===== config.mk =====
export PLATFORM = sky130hd
export DESIGN_NAME = hims_mode_select
export DESIGN_NICKNAME = d
export VERILOG_FILES = /design/src/design/hims_pkg.sv /design/src/design/hims_sync.sv /design/src/design/hims_mode_select.sv
export SDC_FILE = /design/constraint.sdc
export NUM_CORES = 1
export LEC_CHECK = 0
export ABC_AREA = 1
export ABC_CLOCK_PERIOD_IN_PS = 3750
export BUFFER_PORTS_ARGS = -buffer_cell sky130_fd_sc_hd__buf_2
export CORE_MARGIN = 2
export CORE_UTILIZATION = 40
export DETAILED_ROUTE_END_ITERATION = 6
export PLACE_DENSITY = 0.59
export SYNTH_ARGS = -nofsm -noshare
export SYNTH_HDL_FRONTEND = slang
export SYNTH_SLANG_ARGS = --single-unit

===== constraint.sdc =====
create_clock -name sys_clk -period 3.75 [get_ports sys_clk]
set_input_delay 0.5625 -clock sys_clk [delete_from_list [all_inputs] [get_ports sys_clk]]
set_output_delay 0.5625 -clock sys_clk [all_outputs]
set_load 0.03 [all_outputs]

===== src/design/hims_pkg.sv =====
// constants and types shared by the host interface mode select block
package hims_pkg;

  // ****************************************************************
  // timing
  // ****************************************************************
  localparam int SYS_CLK_KHZ = 25000;
  localparam int SPI_MAX_RATE_MHZ = 50;
  localparam int I2C_STD_RATE_KHZ = 100;
  localparam int I2C_FAST_RATE_KHZ = 400;
  // sys clocks per quarter period of the fastest i2c clock, rounded down
  localparam int I2C_QUARTER_CYCLES = SYS_CLK_KHZ / (I2C_FAST_RATE_KHZ * 4);
  localparam int SYNC_STAGES = 2;
  // cycles after reset release before the strap sampler trusts synced pins
  localparam logic [1:0] STRAP_SETTLE_INIT = 2'h3;

  // ****************************************************************
  // field layout
  // ****************************************************************
  localparam int SPI_WORD_BITS = 24;
  localparam int PAR_UPPER_BITS = 3;
  localparam int PAR_UPPER_LSB = 11;
  localparam logic [2:0] PAR_UPPER_RESET = 3'h0;

  // mode chosen by the shared pins
  typedef enum logic [1:0] {
    MODE_PARALLEL,
    MODE_SPI,
    MODE_I2C
  } hims_mode_t;

  // the four shared interface pins as seen at the package
  typedef struct packed {
    logic serial_parallel_select;
    logic bit_eleven_or_protocol_select;
    logic bit_twelve_or_serial_clock;
    logic bit_thirteen_or_serial_data;
  } hims_pins_t;

  // events seen on the i2c link
  typedef struct packed {
    logic start;
    logic stop;
  } hims_i2c_evt_t;

endpackage


===== src/design/hims_sync.sv =====
// two flip-flop synchroniser for a group of slow asynchronous levels
module hims_sync #(
  parameter int WIDTH = 1
) (
  input wire logic sys_clk,
  input wire logic rst_n,
  input wire logic [WIDTH-1:0] async_in,
  output logic [WIDTH-1:0] sync_out
);
  import hims_pkg::*;

  logic [WIDTH-1:0] meta_reg;
  logic [WIDTH-1:0] sync_reg;

  // elaboration check: an empty group cannot be synchronised
  if (WIDTH < 1) begin : g_width_check
    $error("hims_sync: WIDTH must be at least 1");
  end

  // first stage feeds only the second stage
  always_ff @(posedge sys_clk or negedge rst_n) begin
    if (!rst_n) begin
      meta_reg <= '0;
      sync_reg <= '0;
    end else begin
      meta_reg <= async_in;
      sync_reg <= meta_reg;
    end
  end

  assign sync_out = sync_reg;

endmodule


===== src/design/hims_mode_select.sv =====
// host interface mode select: pin mux, fifo strap, spi shifter and i2c front end
module hims_mode_select #(
  parameter int SPI_BITS = hims_pkg::SPI_WORD_BITS
) (
  input wire logic sys_clk,
  input wire logic resetn,
  input wire hims_pkg::hims_pins_t pins,
  input wire logic write_buffer_enable,
  input wire logic clear_n,
  input wire logic spi_frame_n,
  output logic serial_data_out,
  output logic serial_data_oe,
  output logic sda_out,
  output logic sda_oe,
  output hims_pkg::hims_mode_t mode,
  output logic fifo_enable,
  output logic [hims_pkg::PAR_UPPER_BITS-1:0] parallel_upper,
  output logic [SPI_BITS-1:0] spi_word,
  output logic spi_word_valid,
  input wire logic [SPI_BITS-1:0] spi_readback_data,
  input wire logic spi_readback_load,
  output logic i2c_scl,
  output logic i2c_sda,
  output hims_pkg::hims_i2c_evt_t i2c_event,
  input wire logic i2c_pull_low
);
  import hims_pkg::*;

  localparam int CNT_W = $clog2(SPI_BITS + 1);

  // elaboration checks on what the shifter and the i2c sampling can serve
  if (SPI_BITS < 2) begin : g_bits_check
    $error("hims_mode_select: SPI_BITS must be at least 2");
  end
  if (I2C_QUARTER_CYCLES < 1) begin : g_rate_check
    $error("hims_mode_select: sys clock too slow for fast i2c");
  end

  // ****************************************************************
  // reset release
  // ****************************************************************
  logic rst_meta_reg;
  logic rst_n_reg;

  // asynchronous assert, synchronous release
  always_ff @(posedge sys_clk or negedge resetn) begin
    if (!resetn) begin
      rst_meta_reg <= 1'b0;
      rst_n_reg <= 1'b0;
    end else begin
      rst_meta_reg <= 1'b1;
      rst_n_reg <= rst_meta_reg;
    end
  end

  // ****************************************************************
  // pin synchronisers
  // ****************************************************************
  hims_pins_t pins_s;
  logic wbe_s;
  logic clear_n_s;
  logic frame_n_s;
  logic [6:0] sync_bus;

  hims_sync #(
    .WIDTH(7)
  ) u_sync (
    .sys_clk(sys_clk),
    .rst_n(rst_n_reg),
    .async_in({pins, write_buffer_enable, clear_n, spi_frame_n}),
    .sync_out(sync_bus)
  );

  assign pins_s = sync_bus[6:3];
  assign wbe_s = sync_bus[2];
  assign clear_n_s = sync_bus[1];
  assign frame_n_s = sync_bus[0];

  // ****************************************************************
  // mode decode
  // ****************************************************************
  wire serial_sel = pins_s.serial_parallel_select;
  wire proto_sel = pins_s.bit_eleven_or_protocol_select;
  wire mode_spi = serial_sel && !proto_sel;
  wire mode_i2c = serial_sel && proto_sel;
  wire mode_par = !serial_sel;
  hims_mode_t mode_next;

  assign mode_next = mode_spi ? MODE_SPI : (mode_i2c ? MODE_I2C : MODE_PARALLEL);

  // history of the serial clock, data and clear for edge finding
  logic sclk_d_reg;
  logic sdat_d_reg;
  logic clear_n_d_reg;
  hims_mode_t mode_reg;

  always_ff @(posedge sys_clk or negedge rst_n_reg) begin
    if (!rst_n_reg) begin
      sclk_d_reg <= 1'b0;
      sdat_d_reg <= 1'b1;
      clear_n_d_reg <= 1'b0; // matches the synced copy in reset, so no false clear edge
      mode_reg <= MODE_PARALLEL;
    end else begin
      sclk_d_reg <= pins_s.bit_twelve_or_serial_clock;
      sdat_d_reg <= pins_s.bit_thirteen_or_serial_data;
      clear_n_d_reg <= clear_n_s;
      mode_reg <= mode_next;
    end
  end

  wire sclk_now = pins_s.bit_twelve_or_serial_clock;
  wire sdat_now = pins_s.bit_thirteen_or_serial_data;
  wire sclk_fall = sclk_d_reg && !sclk_now;
  wire sclk_rise = !sclk_d_reg && sclk_now;
  wire clear_fall = clear_n_d_reg && !clear_n_s;

  assign mode = mode_reg;

  // ****************************************************************
  // write fifo strap
  // ****************************************************************
  logic [1:0] settle_reg;
  logic [1:0] settle_next;
  logic strap_reg;
  logic strap_next;
  logic fifo_en_reg;

  // sample once after reset settles and again on each clear falling edge
  wire strap_sample = (settle_reg == 2'h1) || clear_fall;

  assign settle_next = (settle_reg != 2'h0) ? settle_reg - 2'h1 : 2'h0;
  assign strap_next = strap_sample ? wbe_s : strap_reg;

  always_ff @(posedge sys_clk or negedge rst_n_reg) begin
    if (!rst_n_reg) begin
      settle_reg <= STRAP_SETTLE_INIT;
      strap_reg <= 1'b0;
      fifo_en_reg <= 1'b0;
    end else begin
      settle_reg <= settle_next;
      strap_reg <= strap_next;
      fifo_en_reg <= strap_reg && mode_par;
    end
  end

  assign fifo_enable = fifo_en_reg;

  // ****************************************************************
  // parallel upper bits
  // ****************************************************************
  logic [PAR_UPPER_BITS-1:0] par_upper_reg;
  wire [PAR_UPPER_BITS-1:0] par_upper_pins = {pins_s.bit_thirteen_or_serial_data,
                                              pins_s.bit_twelve_or_serial_clock,
                                              pins_s.bit_eleven_or_protocol_select};

  // pins carry bits 11 to 13 only while parallel mode holds
  always_ff @(posedge sys_clk or negedge rst_n_reg) begin
    if (!rst_n_reg) begin
      par_upper_reg <= PAR_UPPER_RESET;
    end else if (mode_par) begin
      par_upper_reg <= par_upper_pins;
    end
  end

  assign parallel_upper = par_upper_reg;

  // ****************************************************************
  // spi shifter
  // ****************************************************************
  logic [SPI_BITS-1:0] shift_in_reg;
  logic [SPI_BITS-1:0] shift_out_reg;
  logic [CNT_W-1:0] bit_cnt_reg;
  logic [SPI_BITS-1:0] word_reg;
  logic word_valid_reg;
  logic sdo_reg;

  wire spi_active = (mode_reg == MODE_SPI) && !frame_n_s;
  wire spi_take = spi_active && sclk_fall;
  wire spi_give = spi_active && sclk_rise;
  wire word_done = spi_take && (bit_cnt_reg == CNT_W'(SPI_BITS - 1));
  wire [SPI_BITS-1:0] shift_in_next = {shift_in_reg[SPI_BITS-2:0], sdat_now};
  wire [CNT_W-1:0] bit_cnt_next = !spi_active ? '0 :
                                  (word_done ? '0 : (spi_take ? bit_cnt_reg + 1'b1 : bit_cnt_reg));

  // input shift on falling edges, word handed on after the last bit
  always_ff @(posedge sys_clk or negedge rst_n_reg) begin
    if (!rst_n_reg) begin
      shift_in_reg <= '0;
      bit_cnt_reg <= '0;
      word_reg <= '0;
      word_valid_reg <= 1'b0;
    end else begin
      shift_in_reg <= spi_take ? shift_in_next : shift_in_reg;
      bit_cnt_reg <= bit_cnt_next;
      word_reg <= word_done ? shift_in_next : word_reg;
      word_valid_reg <= word_done;
    end
  end

  // readback shift on rising edges, msb first
  always_ff @(posedge sys_clk or negedge rst_n_reg) begin
    if (!rst_n_reg) begin
      shift_out_reg <= '0;
      sdo_reg <= 1'b0;
    end else if (spi_readback_load) begin
      shift_out_reg <= spi_readback_data;
    end else if (spi_give) begin
      sdo_reg <= shift_out_reg[SPI_BITS-1];
      shift_out_reg <= {shift_out_reg[SPI_BITS-2:0], 1'b0};
    end
  end

  assign spi_word = word_reg;
  assign spi_word_valid = word_valid_reg;
  assign serial_data_out = sdo_reg;
  assign serial_data_oe = spi_active;

  // ****************************************************************
  // i2c front end
  // ****************************************************************
  logic scl_reg;
  logic sda_reg;
  hims_i2c_evt_t evt_reg;
  hims_i2c_evt_t evt_next;
  logic pull_reg;

  wire i2c_on = (mode_reg == MODE_I2C);
  // start and stop are data edges while the clock stays high
  wire evt_start = i2c_on && sclk_now && sclk_d_reg && sdat_d_reg && !sdat_now;
  wire evt_stop = i2c_on && sclk_now && sclk_d_reg && !sdat_d_reg && sdat_now;

  assign evt_next = {evt_start, evt_stop};

  always_ff @(posedge sys_clk or negedge rst_n_reg) begin
    if (!rst_n_reg) begin
      scl_reg <= 1'b1;
      sda_reg <= 1'b1;
      evt_reg <= '0;
      pull_reg <= 1'b0;
    end else begin
      scl_reg <= i2c_on ? sclk_now : 1'b1;
      sda_reg <= i2c_on ? sdat_now : 1'b1;
      evt_reg <= evt_next;
      pull_reg <= i2c_on && i2c_pull_low;
    end
  end

  assign i2c_scl = scl_reg;
  assign i2c_sda = sda_reg;
  assign i2c_event = evt_reg;
  // open drain: the data level is low whenever driven
  assign sda_out = 1'b0;
  assign sda_oe = pull_reg;

endmodule


# Word-level counts from Yosys, hierarchy flattened
# Index checks and enable logic that the tools add are counted.
# word_totals
reg_bits	111
output_inout_bits	39
wordCells	70
# op_classes
n_addsub	2
n_eq_ne	5
muxes	10
bitwise_logic	1
reduce_logical	29
# op_table
op	n
24-bit 2-to-1 mux	2
1-bit logical AND	17
5-bit 2-to-1 mux	3
1-bit zero test	8
2-bit 2-to-1 mux	3
5-bit by 1-bit adder with 5-bit output, second input constant	1
5-bit equality test, second input constant	1
2-bit by 1-bit equality test with 1-bit output, second input constant	2
2-bit nonzero test	2
3-bit by 1-bit inequality test with 1-bit output, second input constant	1
2-bit equality test, second input constant	1
1-bit 2-to-1 mux	2
2-bit AND reduction	1
2-bit by 1-bit subtractor with 2-bit output, second input constant	1
1-bit logical OR	1
1-bit inverter	1

# Logic depth before layout (Yosys ltp)
# logic_depth
depth_word	6
mapped_depth	7

# Hierarchy
# From an unflattened synthesis, not the netlist that was laid out.
# unflattened
hier_cells	503
hier_area_um2	4519.3
# by_module_without_submodules
mod	n_inst	cells_each	area_per_inst_um2	seq_area_each_um2
hims_mode_select	1	489	4169.0	2433.6
hims_sync	1	14	350.3	350.3

# Worst setup path before layout
# OpenSTA, ideal clock, no wires.
# synth_path
path_kind	reg-to-reg
startpoint	register mode_reg[0], in the netlist mode[0]
endpoint	register shift_in_reg[10]
setup_ps	117
t_arrival_ps	1694
t_required_ps	3633
path_slack_ps	1939
stages_incl_launch_ff	7
cell_sequence	dfrtp_1 inv_1 nor3_2 nand2_1 clkbuf_1 nand2_1 nand2_1
# synth_between
elab_chain_cells	3
# synth_lines
item	line	rtl
from (decl)	hims_mode_select.sv:95	hims_mode_t mode_reg;
from (signal assigned)	hims_mode_select.sv:107	mode_reg <= mode_next;
2-bit by 1-bit equality test with 1-bit output	hims_mode_select.sv:177	wire spi_active = (mode_reg == MODE_SPI) && !frame_n_s;
1-bit logical AND	hims_mode_select.sv:177	
net serial_data_oe	hims_mode_select.sv:12	output logic serial_data_oe,
1-bit logical AND	hims_mode_select.sv:178	wire spi_take = spi_active && sclk_fall;
to (signal assigned)	hims_mode_select.sv:193	shift_in_reg <= spi_take ? shift_in_next : shift_in_reg;
to (decl)	hims_mode_select.sv:170	logic [SPI_BITS-1:0] shift_in_reg;
# The timed path passes the listed nets, and every way through them passes these cells.
# A chain may end at the register's enable or synchronous reset.

# Worst setup path in the final report
# layout_path
startpoint	register bit_cnt_reg[0]
endpoint	register word_reg[19], in the netlist spi_word[19]
# layout_between
elab_chain_cells	2
# layout_lines
item	line	rtl
from (decl)	hims_mode_select.sv:172	logic [CNT_W-1:0] bit_cnt_reg;
from (signal assigned)	hims_mode_select.sv:194	bit_cnt_reg <= bit_cnt_next;
5-bit equality test	hims_mode_select.sv:180	wire word_done = spi_take && (bit_cnt_reg == CNT_W'(SPI_BITS - 1));
1-bit logical AND	hims_mode_select.sv:180	
to (signal assigned)	hims_mode_select.sv:195	word_reg <= word_done ? shift_in_next : word_reg;
to (decl)	hims_mode_select.sv:173	logic [SPI_BITS-1:0] word_reg;
# No other way between the ends.

==> flow_summary.toml <==
[synthesis]
synth_top_area_frac = 0.598
synth_fa_ha_area_frac = 0.00282
synth_cell_types = 24
synth_cells = 502
synth-compound-area-share = 0.00790
synth_top_family_by_area = "simple AND/OR/NAND/NOR gates"
synthMuxAreaShare = 0
synth_xor_area_frac = 0
synth_area_sq_um = 4430
yosys.area_share.simple = 0.314
synth_warnings = 0
synth_fp_nets = 538
synth_area_leaders = "dfrtp_1 (60%), nand2_1 (22%), nand3_1 (6.4%)"
yosys_register_bits = 111
synth.avg_cell_area_sq_um = 8.83
yosysSeqAreaShare = 0.628
synth_area_leader_cell = "dfrtp_1"

[floorplanning]
core_area_sq_um = 10800
die_h_um = 109
initial_utilization = 0.409
dieArea_sq_um = 11900
fp.dieW_um = 109
num_rows = 38
num_io_pins = 74

[sta]
fmax_mhz = 468
fin_crit_sh = 0.570
setup_viol = 0
hold_violations = 0
fin_crit_ns = 2.14
relSlewSlack = 0.341
rsz0062_at_grt = "false"
drv_slew = 0
fin_skew_ns = 0.0156
tns_ns = 0
worst_slew_pin_slew_ns = 0.989

[final_layout]
nNetsFinal = 603
synthToLayoutAreaGrowth_pct = 14.4
finish.utilization = 0.468
multiInputGateArea_sq_um = 1450
final_common_cell = "nand2_1"
n_antenna_cell = 0
final_cell_mix = "nand2_1 (261), dfrtp_1 (105), buf_2 (72)"
drive_gt1_frac = 0.182
num-fill-cells = 1096
seq_area_sq_um = 2790

[routing]
totalWireLength_um = 8180
vias = 3329
drt_iter0_drc = 288
wl_per_cell_um = 11.5
firstDrtPassIters = 5
ant_nets = 0
viasPerCell = 4.68
drc = 0

[global_routing]
grtUsageMet1 = 0.189
overflow = 0
antenna_found_initial = 0
grtUsageTotal = 0.149
grt_first_pass_wirelength_um = 14100
use_met3 = 0.0302
first_global_vias = 3210
grt_util_met2 = 0.250
busiest_layer = "met2"
grt_max_degree = 79

[cts]
ctsHtreeMaxLevel = 3
cts_tree = "done"
cts_num_sinks = 111
clk-insertion-delay-late_ns = 0.36
tritoncts.num_buffers = 9
cts_buffer_depth = 2
clk_pin_slew_ns = 0.10
clockRootBuffer = "clkbuf_8"

[worst_setup_path]
crit_arrival_ns = 2.38
end_kind = "flip-flop"
required_ns = 4.00
startpoint_type = "flip-flop"
crit_path_max_fanout = 25
path_class = "reg -> reg"

[pwr]
power_density_nw_per_um2 = 416
p_leak_nw = 2.92
ir_worst_vdd_mv = 0.174

[job]
drv_cap = 0

[place]
port_buffers = 72
gp_congestion = 0.729
hpwl_um = 5360

[hold_path]
hp-class = "in -> reg"

[run_status]
status = "finished clean"
## where the power goes
group	switching (W)	total (W)	internal, W	leakage (nW)
logic	0.0000949	0.000151	0.0000566	1.39
clock network	0.000376	0.000659	0.000283	0.0902
registers	0.0000475	0.00130	0.00125	1.44
## layer usage
layer	up-vias	routed length (um)
li1	1679	-
met1	1578	3840
met2	60	3860
met3	12	351
met4	0	126
met5	-	0
## area by class of cell
class,count,area share
multi-input cells,349,0.286
flip-flops and latches,111,0.549
repair buffers,78,0.0804
clock buffers,13,0.0313
well taps,140,0.0345
inverters,18,0.0133
clock inverters,3,0.00493
## final timing paths
path | slack, ns | startpoint | cells past startpoint | end
max in group asynchronous | 2.37 | rst_n_reg | 1 | i2c_scl
min reg2reg | 0.36 | u_sync.meta_reg[6] | 0 | u_sync.sync_out[6]
max reg2reg | 1.61 | bit_cnt_reg[0] | 6 | spi_word[19]
min in group asynchronous | 0.50 | resetn | 2 | rst_n_reg
min | 0.30 | pins[2] | 1 | u_sync.meta_reg[5]
max | 1.61 | bit_cnt_reg[0] | 6 | spi_word[19]
## worst max-delay path: stages (launching register included)
cell and delay [ns]:
dfrtp_1 0.41, ha_1 0.25, nand2_2 0.09, nor3_4 0.75
nand2_4 0.32, nand2_1 0.14, nand2_1 0.05
## metrics by stage
stage / area [sq um] / power (W) / cells / hold WS [ns] / worst slack [ns]
CTS: 5070 / 0.00215 / 712 / 0.281 / 1.61
global placement: 4880 / 0.00147 / 695 / 0.333 / 1.67
floorplan: 4430 / 0.00142 / 502 / 0.267 / 0.438
finish: 5070 / 0.00211 / 712 / 0.303 / 1.61
detailed placement: 4880 / 0.00148 / 695 / 0.336 / 1.63
global route: 5070 / 0.00222 / 712 / 0.282 / 1.40
## Yosys cell counts (all sizes together)
library cell	instances
nand2	263
dfrtp	106
nand3	57
inv	18
buf	17
nor2	11
clkbuf	7
o21ai	7
dfstp	5
nand4	3
nor3	3
conb	2
and3	1
ha	1
nand3b	1
## what timing repair did
action | in CTS | in global routing
buffers inserted | 0 | 0
hold buffers | 1 | 0
resized for setup | 0 | 0
setup endpoints to repair | 0 | 0
hold endpoints to repair | 2 | 0
## cells by family after synthesis
logic type,count (synthesis)
simple gates,339
buf+inv,42
flops,111
fa+ha+maj,1
other cells,2
compound gates,7
No activity file was read; power rests on OpenSTA's default activity.
